<file path="src/rtl/light_consts.svh">
// Constants of the light sensor register bank: offsets, fields, resets, times.
`ifndef LIGHT_CONSTS_SVH
`define LIGHT_CONSTS_SVH

`define CYC_PER_MS        200000
`define INTEG_MAX_MS      800
`define PERSIST_STEP_MS   100
`define I2C_ADDR_BASE     6'h25

`define REG_FLAG          8'h00
`define REG_ENABLE        8'h01
`define REG_CONFIG        8'h02
`define REG_RESULT_UPPER  8'h03
`define REG_RESULT_LOWER  8'h04
`define REG_UPPER_LIMIT   8'h05
`define REG_LOWER_LIMIT   8'h06
`define REG_PERSIST_TIME  8'h07

`define CFG_REPEAT_BIT    7
`define CFG_MANUAL_BIT    6
`define CFG_CDR_BIT       3
`define CFG_TIM_MSB       2

`define DEFAULT_TIM       3'h3
`define UPPER_RESET       8'hff
`define LOWER_RESET       8'h00
`define PERSIST_RESET     8'hff
`define RESULT_RESET      12'h000
`define EXP_OVERRANGE     4'hf
`define AUTO_BRIGHT_EXP   4'h8
`define AUTO_DIM_MANT     4'h1

`endif

</file>
<file path="src/rtl/light_pkg.sv">
// Types and shared arithmetic of the light sensor register bank.
package light_pkg;

	typedef enum logic [3:0] {
		I2C_IDLE,
		I2C_ADDR,
		I2C_ADDR_ACK,
		I2C_PTR,
		I2C_PTR_ACK,
		I2C_WR,
		I2C_WR_ACK,
		I2C_TX,
		I2C_TX_ACK
	} i2c_state_e;

	typedef struct packed {
		logic [1:0]  scl_sync;
		logic [1:0]  sda_sync;
		logic [1:0]  asel_sync;
		logic        scl_q;
		logic        sda_q;
		i2c_state_e  st;
		logic        rd_mode;
		logic [3:0]  bit_cnt;
		logic [7:0]  shift;
		logic [7:0]  ptr;
		logic        sda_oe;
		logic        int_oe;
		logic        pin_low;
		logic        freeze;
		logic        pend_valid;
		logic [11:0] pend_code;
		logic        outside;
		logic        flag;
		logic        enable;
		logic        repeat_measure;
		logic        manual;
		logic        divide_by_eight;
		logic [2:0]  integration_select;
		logic [11:0] result;
		logic [7:0]  upper_limit;
		logic [7:0]  lower_limit;
		logic [7:0]  persist_time;
	} top_s;

	typedef struct packed {
		logic [31:0] cnt;
		logic [11:0] code;
		logic        done;
		logic [2:0]  auto_tim;
		logic        auto_cdr;
	} seq_s;

	typedef struct packed {
		logic [31:0] div;
		logic [8:0]  persist_count;
		logic        hit;
	} persist_s;

	// Mantissa shifted by exponent, so bytes compare as light levels.
	function automatic logic [18:0] lux_value(input logic [7:0] b);
		lux_value = {15'h0000, b[3:0]} << b[7:4];
	endfunction

endpackage

</file>
<file path="src/rtl/meas_if.sv">
// Measurement control and result signals between register bank and sequencer.
interface meas_if;
	logic        repeat_measure;
	logic        manual;
	logic [2:0]  tim_user;
	logic        cdr_user;
	logic [2:0]  tim_eff;
	logic        cdr_eff;
	logic        done;
	logic [11:0] code;

	modport seq (
		input  repeat_measure, manual, tim_user, cdr_user,
		output tim_eff, cdr_eff, done, code
	);
	modport ctl (
		output repeat_measure, manual, tim_user, cdr_user,
		input  tim_eff, cdr_eff, done, code
	);
endinterface

</file>
<file path="src/rtl/measure_sequencer.sv">
// Measurement cadence, result capture and automatic range selection.
`include "light_consts.svh"
module measure_sequencer
	import light_pkg::*;
#(
	parameter int unsigned INTEG_MAX_CYCLES = `INTEG_MAX_MS * `CYC_PER_MS
)(
	input  wire logic        clk_sys,
	input  wire logic        rst,
	input  wire logic [11:0] adc_code,
	meas_if.seq              mif
);

	seq_s r;
	seq_s n;
	logic [31:0] period;

	assign mif.tim_eff = mif.manual ? mif.tim_user : r.auto_tim;
	assign mif.cdr_eff = mif.manual ? mif.cdr_user : r.auto_cdr;
	assign mif.done    = r.done;
	assign mif.code    = r.code;

	always_comb
	begin
		n = r;
		n.done = 1'b0;
		// One-shot mode keeps the slow cadence to save supply current.
		period = mif.repeat_measure ?
			(INTEG_MAX_CYCLES >> mif.tim_eff) : INTEG_MAX_CYCLES;
		if (r.cnt >= period - 32'd1)
		begin
			n.cnt = '0;
			n.done = 1'b1;
			n.code = adc_code;
			if (adc_code[11:8] == `EXP_OVERRANGE)
				n.auto_cdr = 1'b1;
			else if (adc_code[11:8] >= `AUTO_BRIGHT_EXP && r.auto_tim < `DEFAULT_TIM)
				n.auto_tim = r.auto_tim + 3'h1;
			else if (adc_code[11:4] <= {4'h0, `AUTO_DIM_MANT})
			begin
				if (r.auto_cdr)
					n.auto_cdr = 1'b0;
				else if (r.auto_tim != 3'h0)
					n.auto_tim = r.auto_tim - 3'h1;
			end
		end
		else
			n.cnt = r.cnt + 32'd1;
	end

	always_ff @(posedge clk_sys or posedge rst)
	begin
		if (rst)
		begin
			r <= '0;
			r.code <= `RESULT_RESET;
			r.auto_tim <= `DEFAULT_TIM;
		end
		else
			r <= n;
	end

endmodule // measure_sequencer

</file>
<file path="src/rtl/persist_timer.sv">
// Counts how long light stays outside the window and flags the excursion.
`include "light_consts.svh"
module persist_timer
	import light_pkg::*;
#(
	parameter int unsigned PERSIST_STEP_CYCLES = `PERSIST_STEP_MS * `CYC_PER_MS
)(
	input  wire logic       clk_sys,
	input  wire logic       rst,
	input  wire logic       outside,
	input  wire logic [7:0] persist_time,
	output logic            hit
);

	persist_s r;
	persist_s n;

	assign hit = r.hit;

	always_comb
	begin
		n = r;
		n.hit = 1'b0;
		if (!outside)
		begin
			n.div = '0;
			n.persist_count = '0;
		end
		else if (r.div >= PERSIST_STEP_CYCLES - 32'd1)
		begin
			n.div = '0;
			if (r.persist_count <= {1'b0, persist_time})
				n.persist_count = r.persist_count + 9'h001;
			// Fires once per excursion so a cleared flag stays clear.
			n.hit = (r.persist_count == {1'b0, persist_time});
		end
		else
			n.div = r.div + 32'd1;
	end

	always_ff @(posedge clk_sys or posedge rst)
	begin
		if (rst)
			r <= '0;
		else
			r <= n;
	end

endmodule // persist_timer

</file>
<file path="src/rtl/light_sensor_regs_irq.sv">
// I2C target, register bank and threshold flag of the light sensor.
`include "light_consts.svh"
module light_sensor_regs_irq
	import light_pkg::*;
#(
	parameter int unsigned INTEG_MAX_CYCLES    = `INTEG_MAX_MS * `CYC_PER_MS,
	parameter int unsigned PERSIST_STEP_CYCLES = `PERSIST_STEP_MS * `CYC_PER_MS
)(
	input  wire logic        clk_sys,
	input  wire logic        rst,
	input  wire logic        addr_select_pin,
	input  wire logic        scl_i,
	input  wire logic        sda_i,
	output logic             sda_o,
	output logic             sda_oe,
	output logic             int_n_o,
	output logic             int_n_oe,
	input  wire logic [11:0] adc_code,
	output logic [2:0]       integration_select,
	output logic             divide_by_eight
);

	top_s   r;
	top_s   n;
	meas_if mif ();
	logic   hit;
	logic   scl_rise;
	logic   scl_fall;
	logic   start_cond;
	logic   stop_cond;
	logic   addr_match;
	logic   event_set;
	logic   flag_clear;
	logic [7:0] rd_byte;

	measure_sequencer #(
		.INTEG_MAX_CYCLES (INTEG_MAX_CYCLES)
	) u_seq (
		.clk_sys  (clk_sys),
		.rst      (rst),
		.adc_code (adc_code),
		.mif      (mif)
	);

	persist_timer #(
		.PERSIST_STEP_CYCLES (PERSIST_STEP_CYCLES)
	) u_persist (
		.clk_sys      (clk_sys),
		.rst          (rst),
		.outside      (r.outside),
		.persist_time (r.persist_time),
		.hit          (hit)
	);

	assign mif.repeat_measure = r.repeat_measure;
	assign mif.manual         = r.manual;
	assign mif.tim_user       = r.integration_select;
	assign mif.cdr_user       = r.divide_by_eight;

	// The pins only ever sink current; the board supplies the high level.
	assign sda_o              = r.pin_low;
	assign sda_oe             = r.sda_oe;
	assign int_n_o            = r.pin_low;
	assign int_n_oe           = r.int_oe;
	assign integration_select = mif.tim_eff;
	assign divide_by_eight    = mif.cdr_eff;

	assign scl_rise   = r.scl_sync[1] & ~r.scl_q;
	assign scl_fall   = ~r.scl_sync[1] & r.scl_q;
	assign start_cond = r.scl_sync[1] & r.scl_q & r.sda_q & ~r.sda_sync[1];
	assign stop_cond  = r.scl_sync[1] & r.scl_q & ~r.sda_q & r.sda_sync[1];
	assign addr_match = (r.shift[7:1] == {`I2C_ADDR_BASE, r.asel_sync[1]});

	always_comb
	begin
		unique case (r.ptr)
			`REG_FLAG:         rd_byte = {7'h00, r.flag};
			`REG_ENABLE:       rd_byte = {7'h00, r.enable};
			`REG_CONFIG:       rd_byte = {r.repeat_measure, r.manual, 2'b00,
				mif.cdr_eff, mif.tim_eff};
			`REG_RESULT_UPPER: rd_byte = r.result[11:4];
			`REG_RESULT_LOWER: rd_byte = {4'h0, r.result[3:0]};
			`REG_UPPER_LIMIT:  rd_byte = r.upper_limit;
			`REG_LOWER_LIMIT:  rd_byte = r.lower_limit;
			`REG_PERSIST_TIME: rd_byte = r.persist_time;
			default:           rd_byte = 8'h00;
		endcase
	end

	always_comb
	begin
		n = r;
		flag_clear = 1'b0;
		n.scl_sync = {r.scl_sync[0], scl_i};
		n.sda_sync = {r.sda_sync[0], sda_i};
		n.asel_sync = {r.asel_sync[0], addr_select_pin};
		n.scl_q = r.scl_sync[1];
		n.sda_q = r.sda_sync[1];

		if (start_cond)
		begin
			n.st = I2C_ADDR;
			n.bit_cnt = 4'h0;
			n.sda_oe = 1'b0;
		end
		else if (stop_cond)
		begin
			n.st = I2C_IDLE;
			n.sda_oe = 1'b0;
			n.freeze = 1'b0;
			if (r.pend_valid)
				n.result = r.pend_code;
			n.pend_valid = 1'b0;
		end
		else
		begin
			unique case (r.st)
				I2C_IDLE: ;
				I2C_ADDR, I2C_PTR, I2C_WR:
				begin
					if (scl_rise)
					begin
						n.shift = {r.shift[6:0], r.sda_sync[1]};
						n.bit_cnt = r.bit_cnt + 4'h1;
					end
					else if (scl_fall && r.bit_cnt == 4'h8)
					begin
						n.sda_oe = 1'b1;
						n.bit_cnt = 4'h0;
						if (r.st == I2C_ADDR)
						begin
							if (addr_match)
							begin
								n.st = I2C_ADDR_ACK;
								n.rd_mode = r.shift[0];
								n.freeze = 1'b1;
							end
							else
							begin
								n.st = I2C_IDLE;
								n.sda_oe = 1'b0;
							end
						end
						else if (r.st == I2C_PTR)
						begin
							n.ptr = r.shift;
							n.st = I2C_PTR_ACK;
						end
						else
						begin
							n.st = I2C_WR_ACK;
							n.ptr = r.ptr + 8'h01;
							unique case (r.ptr)
								`REG_ENABLE:
								begin
									n.enable = r.shift[0];
									flag_clear = ~r.shift[0];
								end
								`REG_CONFIG:
								begin
									n.repeat_measure = r.shift[`CFG_REPEAT_BIT];
									n.manual = r.shift[`CFG_MANUAL_BIT];
									// Timing fields belong to autoranging
									// unless the host holds them.
									if (r.manual)
									begin
										n.divide_by_eight = r.shift[`CFG_CDR_BIT];
										n.integration_select =
											r.shift[`CFG_TIM_MSB:0];
									end
								end
								`REG_UPPER_LIMIT:  n.upper_limit = r.shift;
								`REG_LOWER_LIMIT:  n.lower_limit = r.shift;
								`REG_PERSIST_TIME: n.persist_time = r.shift;
								default: ;
							endcase
						end
					end
				end
				I2C_ADDR_ACK, I2C_PTR_ACK, I2C_WR_ACK, I2C_TX_ACK:
				begin
					if (scl_rise && r.st == I2C_TX_ACK && r.sda_sync[1])
						n.st = I2C_IDLE;
					else if (scl_fall)
					begin
						n.sda_oe = 1'b0;
						n.bit_cnt = 4'h0;
						if ((r.st == I2C_ADDR_ACK && r.rd_mode) ||
							r.st == I2C_TX_ACK)
						begin
							n.st = I2C_TX;
							n.shift = rd_byte;
							n.sda_oe = ~rd_byte[7];
							n.ptr = r.ptr + 8'h01;
							flag_clear = (r.ptr == `REG_FLAG);
						end
						else if (r.st == I2C_ADDR_ACK)
							n.st = I2C_PTR;
						else
							n.st = I2C_WR;
					end
				end
				I2C_TX:
				begin
					if (scl_fall)
					begin
						n.bit_cnt = r.bit_cnt + 4'h1;
						if (r.bit_cnt == 4'h7)
						begin
							n.st = I2C_TX_ACK;
							n.sda_oe = 1'b0;
						end
						else
						begin
							n.shift = {r.shift[6:0], 1'b0};
							n.sda_oe = ~r.shift[6];
						end
					end
				end
			endcase
		end

		if (mif.done)
		begin
			if (n.freeze)
			begin
				n.pend_valid = 1'b1;
				n.pend_code = mif.code;
			end
			else
				n.result = mif.code;
		end

		n.outside = (lux_value(mif.code[11:4]) > lux_value(r.upper_limit)) ||
			(lux_value(mif.code[11:4]) < lux_value(r.lower_limit));

		// A hit in the clearing cycle survives the clear.
		event_set = hit & r.enable;
		if (flag_clear)
			n.flag = 1'b0;
		if (event_set)
			n.flag = 1'b1;
		n.int_oe = n.flag;
		n.pin_low = 1'b0;
	end

	always_ff @(posedge clk_sys or posedge rst)
	begin
		if (rst)
		begin
			r <= '0;
			r.st <= I2C_IDLE;
			r.scl_sync <= 2'h3;
			r.sda_sync <= 2'h3;
			r.scl_q <= 1'b1;
			r.sda_q <= 1'b1;
			r.integration_select <= `DEFAULT_TIM;
			r.result <= `RESULT_RESET;
			r.pend_code <= `RESULT_RESET;
			r.upper_limit <= `UPPER_RESET;
			r.lower_limit <= `LOWER_RESET;
			r.persist_time <= `PERSIST_RESET;
		end
		else
			r <= n;
	end

endmodule // light_sensor_regs_irq

</file>
<file path="config.mk">
export PLATFORM = sky130hd
export DESIGN_NAME = light_sensor_regs_irq
export DESIGN_NICKNAME = d
export VERILOG_FILES = /design/src/rtl/light_pkg.sv /design/src/rtl/meas_if.sv /design/src/rtl/measure_sequencer.sv /design/src/rtl/persist_timer.sv /design/src/rtl/light_sensor_regs_irq.sv
export VERILOG_INCLUDE_DIRS = /design/src /design/src/rtl
export SDC_FILE = /design/constraint.sdc
export NUM_CORES = 1
export LEC_CHECK = 0
export ABC_AREA = 0
export BUFFER_PORTS_ARGS = -buffer_cell sky130_fd_sc_hd__buf_2
export CORE_MARGIN = 8
export CORE_UTILIZATION = 45
export CTS_CLUSTER_SIZE = 8
export DETAILED_ROUTE_END_ITERATION = 7
export RECOVER_POWER = 100
export SYNTH_ARGS = -nofsm -noshare
export SYNTH_HDL_FRONTEND = slang
export SYNTH_HIERARCHICAL = 1
export SYNTH_SLANG_ARGS = --single-unit
</file>
<file path="constraint.sdc">
create_clock -name clk_sys -period 5.1 [get_ports clk_sys]
set_input_delay 1.53 -clock clk_sys [delete_from_list [all_inputs] [get_ports clk_sys]]
set_output_delay 1.53 -clock clk_sys [all_outputs]
set_load 0.005 [all_outputs]
</file>
# After elaboration in Yosys (flattened, before gate mapping)
# Index checks and enable logic that the tools add are counted.
dict set report totals {
  ff_bits 184
  in_bits 17
  out_inout_bits 8
  wordCells 247
}
dict set report op_classes {
  bitwise 21
  order_cmp 8
  muxes 93
  eq_ne 45
  shift 4
  n_reduce_logical 35
  n_addsub 8
}
# cell n
set ops {}
lappend ops {{two-way mux 24 bit} 6}
lappend ops {{two-way mux 32 bit} 3}
lappend ops {{adder 32 x 1 -> 32 bit, second input constant} 2}
lappend ops {{case mux 8 bit (8 select lines)} 1}
lappend ops {{two-way mux 12 bit} 5}
lappend ops {{left shift 4 x 4 -> 19 bit} 3}
lappend ops {{two-way mux 8 bit} 7}
lappend ops {{two-way mux 4 bit} 11}
lappend ops {{two-way mux 21 bit} 2}
lappend ops {{two-way mux 41 bit} 1}
lappend ops {{AND reduction 8 bit} 5}
lappend ops {{two-way mux 36 bit} 1}
lappend ops {{two-way mux 9 bit} 4}
lappend ops {{case mux 12 bit (3 select lines)} 1}
lappend ops {{equality test 8 x 3 -> 1 bit, second input constant} 4}
lappend ops {{greater-or-equal comparator 32 x 25 -> 1 bit, second input constant} 1}
lappend ops {{greater-or-equal comparator 32 bit} 1}
lappend ops {{right shift 28 x 3 -> 32 bit, first input constant} 1}
lappend ops {{subtractor 32 x 1 -> 32 bit, second input constant} 1}
lappend ops {{two-way mux 1 bit} 31}
lappend ops {{!= test 4 bit, second input constant} 7}
lappend ops {{AND reduction 9 bit} 3}
lappend ops {{two-way mux 13 bit} 2}
lappend ops {{!= test 2 bit, second input constant} 11}
lappend ops {{48 further kinds} 100}

# Longest topological paths before layout
# Gate-level depths: netlist (run 1).
dict set report depth {
  ltp_word 11
  ltp_mapped 19
  ltp_nobuf 16
}

# Cells and area by module
# Netlist (run 1), hierarchy kept.
# mod area_each_um2 n_inst cells_each
set by_module_without_submodules {}
lappend by_module_without_submodules {light_sensor_regs_irq 6438.7 1 684}
lappend by_module_without_submodules {measure_sequencer 3578.4 1 385}
lappend by_module_without_submodules {persist_timer 2233.4 1 220}

# Worst setup path after synthesis (run 1)
# No wires, ideal clock.
dict set report synth_path {
  kind {register to register}
  startpoint {register r, in the netlist mif.manual}
  endpoint {register, netlist name u_seq/mif.code[0]}
  arrival_time_ns 4.274
  t_required_ns 4.975
  stages_incl_launch_ff 18
  path_slack_ns 0.701
  n_path_buf 2
  cell_sequence {dfrtp_1 clkbuf_1 mux2i_1 inv_1 ha_1 nor2_1 and2_1 o221ai_1 nand4bb_1 or3_1 a31oi_1 ha_1 nand2_1 or4_4 o221a_4 nand2_4 buf_12 mux2_4}
}
dict set report synth_via {
  elab_chain_len 5
}
# item line
set synth_rtl {}
lappend synth_rtl {{start: declaration} light_sensor_regs_irq.sv:23} ;# top_s r;
lappend synth_rtl {{start signal: assignment} light_sensor_regs_irq.sv:265} ;# r <= n;
lappend synth_rtl {{two-way mux 3 bit} measure_sequencer.sv:18} ;# assign mif.tim_eff = mif.manual ? mif.tim_user : r.auto_tim;
lappend synth_rtl {{named net integration_select[1]} light_sensor_regs_irq.sv:19} ;# output logic [2:0] integration_select,
lappend synth_rtl {{right shift 28 x 3 -> 32 bit} measure_sequencer.sv:29} ;# (INTEG_MAX_CYCLES >> mif.tim_eff) : INTEG_MAX_CYCLES;
lappend synth_rtl {{two-way mux 32 bit} measure_sequencer.sv:28} ;# period = mif.repeat_measure ?
lappend synth_rtl {{subtractor 32 x 1 -> 32 bit} measure_sequencer.sv:30} ;# if (r.cnt >= period - 32'd1)
lappend synth_rtl {{greater-or-equal comparator 32 bit} measure_sequencer.sv:30}
# The timed path passes the listed nets, and every way through them passes these cells.
# A chain may end at the register's enable or synchronous reset.

# Worst setup path after layout (run 1)
dict set report layout_path {
  startpoint {register r, in the netlist mif.manual}
  endpoint {register, netlist name u_seq/mif.code[9]}
}
dict set report layout_via {
  elab_chain_len 5
}
# item line
set layout_rtl {}
lappend layout_rtl {{two-way mux 3 bit} measure_sequencer.sv:18}
lappend layout_rtl {{right shift 28 x 3 -> 32 bit} measure_sequencer.sv:29}
lappend layout_rtl {{two-way mux 32 bit} measure_sequencer.sv:28}
lappend layout_rtl {{subtractor 32 x 1 -> 32 bit} measure_sequencer.sv:30}
lappend layout_rtl {{greater-or-equal comparator 32 bit} measure_sequencer.sv:30}
# Every way passes these cells.

==> results of run 1 <==
-- stage by stage --
step	power, uW	util, %	area (sq um)	cells
after detailed placement	3652	46.31	12450	1597
after global routing	5231	47.85	12860	1629
after CTS	4961	48.41	13010	1629
final	4884	47.85	12860	1629
after global placement	3623	46.31	12450	1597
after floorplan	3283	-	12290	1299
-- per-layer routing --
metal | track usage (%) | vias up | wire length [um] | part of all wire [%]
met3 | 2.568 | 31 | 1093 | 3.9
li1 | - | 4581 | - | -
met1 | 24.49 | 4450 | 13860 | 50
met2 | 26.49 | 189 | 12420 | 45
met4 | 5.477 | 0 | 432 | 1.6
met5 | 0 | - | 0 | 0
-- cells by family (layout without fill, tap and decap cells) --
group           Yosys count  in the layout  share of synthesized area, %
other cells               3             13                       0.09191
buf+inv                 107             96                         4.525
simple gates            492            492                         20.64
flops                   184            184                         37.85
mux                     111            111                         10.32
compound gates          238            238                         12.78
fa+ha+maj                89             89                         9.151
xor+xnor                 65             65                         4.647
-- cell type report --
type	instances	area share (%)
tap	341	3.317
multi-input combinational	1008	54.14
timing repair buffer	26	0.9923
clock buffer	19	3.444
clock inverter	13	0.9437
inverter	38	1.109
sequential	184	36.05
-- placed cells by master (no fill, tap or decap), drive strengths merged, types with 4 or more instances in the layout --
master,Yosys,layout
mux2i,31,31
nand3b,8,8
xor2,30,30
and3,20,20
nor2,149,149
a22oi,15,15
conb,3,13
nor2b,16,16
o22ai,5,5
or4,5,5
inv,38,42
or2,4,4
a22o,7,7
xnor2,35,35
ha,88,88
mux2,80,80
dfstp,26,26
a211oi,11,11
a21o,11,11
clkinvlp,0,4
nand2b,26,26
dfrtp,158,158
nor3b,6,6
nand4,37,37
and2,9,9
or3,11,11
o21ai,55,55
o211ai,8,8
and4,6,6
a31oi,7,7
buf,29,20
nor3,18,18
a221o,4,4
clkinv,0,4
a21oi,75,75
nand3,41,41
nand2,115,115
clkbuf,40,25
nor4,11,11
-- state kept, by name (all words and copies together) (netlist names) --
signal              cells
mif.cdr_user            1
u_persist/r            41
r                      81
u_seq/r                36
mif.manual              1
mif.tim_user            3
u_persist/hit           1
u_seq/mif.done          1
sda_oe                  1
mif.repeat_measure      1
n                       5
u_seq/mif.code         12
-- worst max-delay path, delay by kind of cell, from the launching register on --
family                   cells  cell delay (ns)
multiplexers                 3             1.08
buffers and inverters        1             0.13
adder cells (fa/ha/maj)      2             0.48
flip-flops                   1             0.57
AO/OA/AOI/OAI                3             0.68
AND/OR/NAND/NOR              5             1.70
-- power breakdown --
group / leakage [uW] / switching [uW] / internal, uW
combinational: 0.00298 / 920 / 695
clock: 0.000268 / 589 / 692
sequential: 0.00236 / 310 / 1680
-- how the worst max path moves through the flow --
| stage | startpoint | end | slack (ns) | cells after the start |
|---|---|---|---|---|
| 2_1_floorplan | mif.manual$_DFFE_PP0P_ | u_seq/mif.code[0]$_DFFE_PP0P_ | 0.70 | 17 |
| 3_3_place_gp | mif.manual$_DFFE_PP0P_ | u_seq/mif.code[9]$_DFFE_PP0P_ | 0.45 | 14 |
| 3_5_place_dp | mif.manual$_DFFE_PP0P_ | u_seq/mif.code[9]$_DFFE_PP0P_ | 0.35 | 14 |
| 4_1_cts | mif.manual$_DFFE_PP0P_ | u_seq/mif.code[9]$_DFFE_PP0P_ | 0.34 | 14 |
| 5_1_grt | mif.manual$_DFFE_PP0P_ | u_seq/mif.code[9]$_DFFE_PP0P_ | 0.07 | 14 |
| 6_report | mif.manual$_DFFE_PP0P_ | u_seq/mif.code[9]$_DFFE_PP0P_ | 0.34 | 14 |
==> run metrics, run 1 <==
area share of the largest cell type after synthesis=32.27%; synth top area cells=dfrtp_1 (32%), ha_1 (9.0%), mux2_2 (6.1%), dfstp_2 (5.6%), nor2_1 (4.4%); most frequent cells after synthesis=dfrtp_1 (158), nor2_1 (145), nand2_1 (112); CP peak stage delay=around 0.57 ns; DRT Wirelength=about 28000 um; largest net degree at the start of global routing=82; Worst Tran Pin Value=approximately 3 ns; clk slew on worst S/H paths=0.07 ns; Unique masters post-synth=between 80 and 90; Tcrit/Tclk final=between 90% and 100%; Hold Path Depth=0; Cell Area, Synth=around 12000 sq um; first-pass GRT wire length=approximately 47000 um; Reg area=4637 sq um; CP endpoint kind=flop; ANT cells=0; Reg-to-Reg Start=mif.manual$_DFFE_PP0P_; VDD IR-drop max=between 0.0002 and 0.00025 V; number of global-route vias before repair=between 8000 and 9000; post-CTS repair timing setup buffer count=0; Setup WS post-layout=around 0.34 ns; DRT Pass-1 Iters=6; Final Slew Violations=about 180; status=finished, violations left; endpoints failing setup=0; cells after synthesis=1289; GRT Util Overall=between 10% and 20%; register area share after synthesis=37.85%; CTS Buf Count=17; Reg2Reg Depth=14; via density per instance=5.679; Antenna Violating Nets Remaining=0; via count=9251; Crit Path Max Fanout=between 40 and 50; Setup Crit Path Kind=reg2reg; crit-path cells=mux2_2, inv_1, ha_1, mux2i_1, o221ai_1, nand4bb_1, or3_1, a31oi_1, ha_1, nand2_1, or4_4, o221a_4, nand2_4, mux2_2; die height=181.0 um; GPL Wtd Cong=approximately 0.88; failing checks=capacitance limit, slew limit; number of synthesized flops with an enable pin=0; clk root buf=clkbuf_16; # IOs=25; wire per inst=about 17 um; nets=between 1000 and 1500; FF-to-FF setup slack=between 0.3 and 0.4 ns; GR Overflow Total=0; cell taking the most area after synthesis=dfrtp_1; # port buffers=22; Fin. Hold Viols=0; placed wire-length estimate=19990 um; FILL cells=2606; CTS sink count=approximately 180; maxcap violations=3; row count=60; H-tree depth=4; TritonCTS clock tree=built; clk buf depth=2; WP data required=about 5.4 ns; share of layout cells above drive strength 1=12.42%; hold slack final=roughly 0.36 ns; final setup skew=0.01563 ns; Rel. slew slack=-103.5%; Leak=about 0.0056 uW; Worst Setup Start Kind=flop; count leader, synth=dfrtp_1; synth warn=6; core area=~27000 sq um; worst min path class=reg2reg; Avg Inst Size Synth=between 9 and 10 sq um; asr flop ratio synth=100.0%; multi-input logic area=slightly below 7000 sq um; RSZ-0062 raised after global routing=false; post-CTS sizing=0; Initial Utilization=45.58%; hold bufs inserted after CTS=0; top_reg_cell synth=dfrtp_1; #FFs+latches synth=roughly 180; clock period minus worst slack=~4.8 ns; P&R area growth vs syn=4.984%; Min-Delay Endpoint=n[87]$_DFF_PP1_; worst skew pair latency=between 0.4 and 0.5 ns; Die Wd=around 180 um; crit path max-delay cell type=dfrtp_1; PwrDens=roughly 380 nW/um^2; Worst Setup Slack post-DPL=about 0.35 ns; DIE AREA=32760 sq um; max frequency=210.0 MHz; Hold Path Origin=n[92]$_DFF_PP1_; CP arrival=around 5.1 ns; initial antenna violation count=0; DRC violations left=0; setup_tns=0 ns; reg2reg end=u_seq/mif.code[9]$_DFFE_PP0P_; DRT iter0 DRCs=679
No activity file was read; power rests on OpenSTA's default activity.
==> inputs of run 2 (changes only) <==
--- a/config.mk
+++ b/config.mk
@@ -9,9 +9,10 @@
 export ABC_AREA = 0
 export BUFFER_PORTS_ARGS = -buffer_cell sky130_fd_sc_hd__buf_2
 export CORE_MARGIN = 8
-export CORE_UTILIZATION = 45
+export CORE_UTILIZATION = 55
 export CTS_CLUSTER_SIZE = 8
 export DETAILED_ROUTE_END_ITERATION = 7
+export PLACE_DENSITY = 0.71
 export RECOVER_POWER = 100
 export SYNTH_ARGS = -nofsm -noshare
 export SYNTH_HDL_FRONTEND = slang
==> constraint.sdc (replaced) <==
create_clock -name clk_sys -period 5.1 [get_ports clk_sys]
set_input_delay 1.02 -clock clk_sys [delete_from_list [all_inputs] [get_ports clk_sys]]
set_output_delay 1.02 -clock clk_sys [all_outputs]
set_load 0.005 [all_outputs]
==> run 2 against run 1 <==
Sequential share of layout area increased by 0.098 points. Power increased by 1.2%. Hold slack got worse by 0.020 ns. Via count increased by 1.2%. Sequential cell count unchanged. Non-clock buffer count increased by 1. Cell count decreased by 3.7%. Largest cell class unchanged. Register-to-register slack improved by 0.11 ns. Clock power increased by 5%. The run still ends with capacitance limit, slew limit left. Utilization increased by 11 points.
==> run metrics, run 2 (synthesis results as in run 1) <==
status=finished, violations left; failing checks=capacitance limit, slew limit; largest register by flop count=r; clock period minus worst slack=4.656 ns (-0.1065 ns); Rel. slew slack=-80.86% (+23 points); final setup skew=0.01814 ns (+0.002506 ns); Tcrit/Tclk final=91.29% (-2.1 points); endpoints failing setup=0 (unchanged); Initial Utilization=56.13% (+11 points); Worst Setup Slack post-DPL=0.4729 ns (+0.1255 ns); largest net degree at the start of global routing=60 (-27%); via count=9361 (+1.2%); clk root buf=clkbuf_16; clk buf depth=2 (unchanged); GRT Util Overall=20.65% (+3.4 points); CP endpoint kind=flop; post-CTS repair timing setup buffer count=0 (unchanged); TritonCTS clock tree=built; fin area=12830 sq um (-0.27%); wire per inst=17.41 um (+2.0%); Leak=0.005637 uW (+0.54%); row count=54 (-10%); placed wire-length estimate=19740 um (-1.2%); first-pass GRT wire length=45390 um (-2.7%); Setup Crit Path Kind=reg2reg; # IOs=25 (unchanged); Largest register FFs=81 (unchanged); H-tree depth=4 (unchanged); Die Wd=165.2 um (-8.7%); P&R area growth vs syn=4.699%; DRT Pass-1 Iters=7 (+1); DP Area=12380 sq um (-0.55%); Fin. Hold Viols=0 (unchanged); CTS sink count=184 (unchanged); number of global-route vias before repair=8788 (-0.29%); DRC violations left=0 (unchanged); Worst Tran Pin Value=2.698 ns (-0.3509 ns); Crit Path Max Fanout=30 (-32%); DRT Wirelength=27320 um (-1.7%); maxcap violations=4 (+1); clk slew on worst S/H paths=0.08 ns (about the same); setup_tns=0 ns (unchanged); max frequency=214.8 MHz (+2.3%); PwrDens=385.5 nW/um^2 (+1.5%); share of layout cells above drive strength 1=12.57% (+0.15 points); Reg area=4637 sq um (unchanged); core area=21820 sq um (-19%); # port buffers=22 (unchanged); CP arrival=4.96 ns (-0.12 ns); RSZ-0062 raised after global routing=false; worst min path class=reg2reg; initial antenna violation count=0 (unchanged); GR Overflow Total=0 (unchanged); nets=1382 (+0.072%); commonest non-fill, non-tap cell in the layout=dfrtp_1; via density per instance=5.966 (+5.1%); die height=165.2 um (-8.7%); FILL cells=1887 (-28%); top flop regs=r: 81 flops, u_persist/r: 41 flops, u_seq/r: 36 flops; DRT iter0 DRCs=689 (+1.5%); Final Slew Violations=189 (+8.0%); Worst Setup Start Kind=flop; WP data required=5.41 ns (about the same); VDD IR-drop max=0.0002832 V (+26%); most frequent cells in the layout=dfrtp_1 (158), nor2_1 (145), nand2_1 (114); Setup WS post-layout=0.4443 ns (+0.1065 ns); worst skew pair latency=0.45 ns (+0.02 ns); hold bufs inserted after CTS=0 (unchanged); post-CTS sizing=0 (unchanged); DIE AREA=27310 sq um (-17%); GPL Wtd Cong=0.8682 (-1.8%); CTS Buf Count=17 (unchanged); Antenna Violating Nets Remaining=0 (unchanged); ANT cells=0 (unchanged); multi-input logic area=6963 sq um (unchanged)
==> run 2: metal layers <==
layer	vias to the layer above	track usage [%]	wire length [um]
met3	32	3.347	1189
met2	236	31.61	12510
li1	4573	-	-
met5	-	0	0
met4	0	5.692	437
met1	4520	29.70	13180
==> run 2: stage by stage <==
step / util, % / hold slack [ns] / total power (uW) / std cells
global placement: 56.71 / 0.3434 / 3592 / 1537
detailed placement: 56.71 / 0.3347 / 3641 / 1537
global route: 58.77 / 0.3645 / 5268 / 1569
floorplan: - / 0.3312 / 3283 / 1299
finish: 58.77 / 0.3384 / 4944 / 1569
CTS: 59.44 / 0.3396 / 4995 / 1569
==> run 2: final timing paths <==
path / startpoint / slack, ns / cells after the start / endpoint
max in group asynchronous: rst / 1.17 / 3 / r[76]$_DFFE_PP0P_
min in group asynchronous: rst / 1.23 / 2 / u_seq/r[45]$_DFF_PP0_
hold reg to reg: n[90]$_DFF_PP0_ / 0.34 / 0 / r[90]$_DFF_PP0_
setup / recovery: mif.manual$_DFFE_PP0P_ / 0.44 / 15 / u_seq/r[35]$_DFF_PP0_
hold / removal: n[90]$_DFF_PP0_ / 0.34 / 0 / r[90]$_DFF_PP0_
setup reg to reg: mif.manual$_DFFE_PP0P_ / 0.44 / 15 / u_seq/r[35]$_DFF_PP0_
==> run 2: area by class of cell <==
cell class / count / area share, %
inverters: 38 / 1.122
multi-input cells: 1008 / 54.29
flip-flops and latches: 184 / 36.15
repair buffers: 27 / 1.063
well taps: 280 / 2.731
clock inverters: 14 / 1.219
clock buffers: 18 / 3.424
==> run 2: power by group <==
part / internal, uW / switching (uW) / leakage, uW
Combinational: 701 / 918 / 0.00298
Clock: 710 / 627 / 0.000292
Sequential: 1680 / 311 / 0.00236
==> run 2: worst max-delay path: stages, from the launching register on <==
cell and delay (ns):
dfrtp_1 0.55, mux2_1 0.48, inv_1 0.15, ha_1 0.32
mux2i_1 0.21, o221ai_1 0.20, nand4bb_1 0.32, or3_1 0.36
a31oi_1 0.21, ha_1 0.16, nand2_1 0.07, or4_4 0.52
o221a_4 0.29, nand2_4 0.19, buf_4 0.34, nor2_1 0.12
==> inputs of run 3 (changes only) <==
--- a/config.mk
+++ b/config.mk
@@ -7,12 +7,14 @@
 export NUM_CORES = 1
 export LEC_CHECK = 0
 export ABC_AREA = 0
+export ABC_CLOCK_PERIOD_IN_PS = 4200
 export BUFFER_PORTS_ARGS = -buffer_cell sky130_fd_sc_hd__buf_2
+export CORE_ASPECT_RATIO = 2
 export CORE_MARGIN = 8
 export CORE_UTILIZATION = 55
 export CTS_CLUSTER_SIZE = 8
 export DETAILED_ROUTE_END_ITERATION = 7
-export PLACE_DENSITY = 0.71
+export PLACE_DENSITY = 0.74
 export RECOVER_POWER = 100
 export SYNTH_ARGS = -nofsm -noshare
 export SYNTH_HDL_FRONTEND = slang
==> constraint.sdc (replaced) <==
create_clock -name clk_sys -period 4.2 [get_ports clk_sys]
set_input_delay 0.84 -clock clk_sys [delete_from_list [all_inputs] [get_ports clk_sys]]
set_output_delay 0.84 -clock clk_sys [all_outputs]
set_load 0.005 [all_outputs]
==> run 3 against run 2 <==
The run still ends with capacitance limit, slew limit left. Sequential power is 22% higher. Sequential cell count stayed put. Die area is 1.1% higher. Power is 23% higher. Worst setup slack worse by 0.33 ns. First-iteration DRC count is 26% lower. Via count is 3.8% higher. Cell count is 1.1% higher. Critical endpoint is now u_seq/mif.code[10]$_DFFE_PP0P_. Global-route usage is 1.8 points higher.
==> run metrics, run 3 (synthesis results as in run 1) <==
worst min path class=reg2reg; Reg2Reg Depth=14 (-1); maxcap violations=3 (-1); GR Overflow Total=0 (unchanged); GRT Util Overall=22.42% (+1.8 points); Tcrit/Tclk final=97.38% (+6.1 points); FILL cells=1925 (+2.0%); reg2reg end=u_seq/mif.code[10]$_DFFE_PP0P_; crit-path cells=mux2_2, buf_4, ha_1, and2_1, o21ai_0, nand4bb_4, buf_4, o32ai_1, ha_1, nand2_1, or4_4, o221a_4, nand2_8, mux2_2; Crit Path Max Fanout=11 (-63%); DRT Pass-1 Iters=5 (-2); PwrDens=466.2 nW/um^2 (+21%); status=finished, violations left; hold bufs inserted after CTS=0 (unchanged); sequential share of power=39.7% (-0.5 points); Int Pwr=3816 uW (+24%); CP arrival=4.42 ns (-0.54 ns); failing checks=capacitance limit, slew limit; top flop regs=r: 81 flops, u_persist/r: 41 flops, u_seq/r: 36 flops; # port buffers=22 (unchanged); CTS sink count=184 (unchanged); Antenna Violating Nets Remaining=0 (unchanged); Clock Power Share=25.2% (-1.9 points); via density per instance=6.120 (+2.6%); CP peak stage delay=0.55 ns (about the same); WP data required=4.53 ns (-0.88 ns); clk root buf=clkbuf_16; commonest non-fill, non-tap cell in the layout=dfrtp_1; Final Slew Violations=121 (-36%); max frequency=244.5 MHz (+14%); Reg-to-Reg Start=mif.manual$_DFFE_PP0P_; DIE AREA=27590 sq um (+1.1%); Die Wd=121.5 um (-26%); placed wire-length estimate=22790 um (+15%); DRT iter0 DRCs=512 (-26%); H-tree depth=4 (unchanged); CP endpoint kind=flop; Worst Setup Start Kind=flop; Worst Setup EP=u_seq/mif.code[10]$_DFFE_PP0P_; core area=21970 sq um (+0.65%); die height=227.1 um (+37%); setup_tns=0 ns (unchanged); clk buf depth=2 (unchanged); critical path's top delay family=simple AND/OR/NAND/NOR gates; Setup Crit Path Kind=reg2reg; most frequent cells in the layout=dfrtp_1 (157), nor2_1 (144), nand2_1 (114); Largest register FFs=81 (unchanged); Worst Tran Pin Value=1.924 ns (-0.7740 ns); largest register by flop count=r; Sw Pwr=2274 uW (+23%); Leak=0.005757 uW (+2.1%); crit path max-delay cell type=or4_4; final setup skew=0.01099 ns (-0.007146 ns); FF-to-FF setup slack=0.11 ns (-0.33 ns); cell depth of the worst setup path=14 (-1); via count=9713 (+3.8%); worst path bufs/invs=2 (unchanged); share of layout cells above drive strength 1=15.64% (+3.1 points); initial antenna violation count=0 (unchanged); switch share=37.34% (-0.20 points); VDD IR-drop max=0.0004122 V (+46%); wire per inst=18.98 um (+9.0%); ANT cells=0 (unchanged); largest net degree at the start of global routing=50 (-17%); clock period minus worst slack=4.090 ns (-0.5655 ns); worst skew pair latency=0.45 ns (about the same); Initial Utilization=55.77% (-0.36 points); TritonCTS clock tree=built; GPL Wtd Cong=0.9466 (+9.0%); logic gate share of total power=35.1% (+2.3 points); DP Area=12530 sq um (+1.3%); # IOs=25 (unchanged); row count=77 (+43%); fin area=13060 sq um (+1.8%); crit path from=mif.manual$_DFFE_PP0P_; DRT Wirelength=30120 um (+10%); endpoints failing setup=0 (unchanged); nets=1404 (+1.6%); first-pass GRT wire length=48740 um (+7.4%); Rel. slew slack=-28.41% (+52 points); number of global-route vias before repair=9704 (+10%); clk slew on worst S/H paths=0.07 ns (about the same); P&R area growth vs syn=6.628%; CTS Buf Count=17 (unchanged); Fin. Hold Viols=0 (unchanged); DRC violations left=0 (unchanged)
## run 3: cell count changes in the layout (fill, tap and decap cells not counted), moves of 2 or more
cell / delta
clkbuf_1: +4
mux2i_1: -3
mux2i_2: +2
inv_8: -4
mux2_1: -17
buf_4: +20
mux2_4: +14
mux2_2: +3
## run 3: what timing repair did
item,in CTS,in global routing
pin swaps,0,1
setup buffers,0,1
gates cloned,0,1
setup endpoints to repair,36,39
endpoints found under the hold margin,0,0
gates resized for setup,2,6
## run 3: stage by stage
step / hold WS [ns] / setup slack [ns] / total power, uW / util (%) / instances
floorplan: 0.3312 / 0.04084 / 3994 / - / 1299
global placement: 0.3357 / 0.03709 / 4479 / 57.06 / 1553
detailed placement: 0.3364 / -0.09748 / 4540 / 57.06 / 1553
CTS: 0.3535 / 0.04987 / 6094 / 59.63 / 1585
global route: 0.3619 / -0.04565 / 6478 / 59.47 / 1587
finish: 0.3544 / 0.1099 / 6090 / 59.47 / 1587
## run 3: worst register-to-register path, delay by kind of cell (launching register included)
family	cells	cell delay (ns)
multiplexers	2	0.73
adder cells (fa/ha/maj)	2	0.52
flip-flops	1	0.44
AND/OR/NAND/NOR	5	1.19
AO/OA/AOI/OAI	3	0.79
buffers and inverters	2	0.31
## run 3: cell type report
cell class	count	area, sq um	share of cell area (%)
timing repair buffer	48	290.3	2.222
tap	276	345.3	2.644
inverter	38	143.9	1.102
multi-input combinational	1009	7092	54.29
clock buffer	20	436.7	3.343
clock inverter	12	116.4	0.8908
sequential	184	4638	35.51
## run 3: worst min path at each step
stage	from	end	depth (start not counted)
detailed placement	n[90]$_DFF_PP0_	r[90]$_DFF_PP0_	0
global placement	n[90]$_DFF_PP0_	r[90]$_DFF_PP0_	0
floorplan	n[90]$_DFF_PP0_	r[90]$_DFF_PP0_	0
CTS	n[90]$_DFF_PP0_	r[90]$_DFF_PP0_	0
global route	n[90]$_DFF_PP0_	r[90]$_DFF_PP0_	0
finish	n[90]$_DFF_PP0_	r[90]$_DFF_PP0_	0
## run 3: power by group through the flow
stage | Combinational (uW) | Sequential, uW | Clock (uW)
2_1_floorplan | 1760 | 2230 | 0
3_3_place_gp | 2040 | 2440 | 0
3_5_place_dp | 2090 | 2450 | 0
4_1_cts | 2110 | 2420 | 1570
5_1_grt | 2380 | 2460 | 1640
6_report | 2140 | 2420 | 1530
## run 3: layer usage
layer  routed length, um  global-route usage (%)  vias to the layer above
met2               16540                   41.90                      260
met5                   0                       0                        -
met4                1490                   12.58                        0
met1               11020                   22.56                     4745
met3                1071                   4.173                      100
li1                    -                       -                     4608
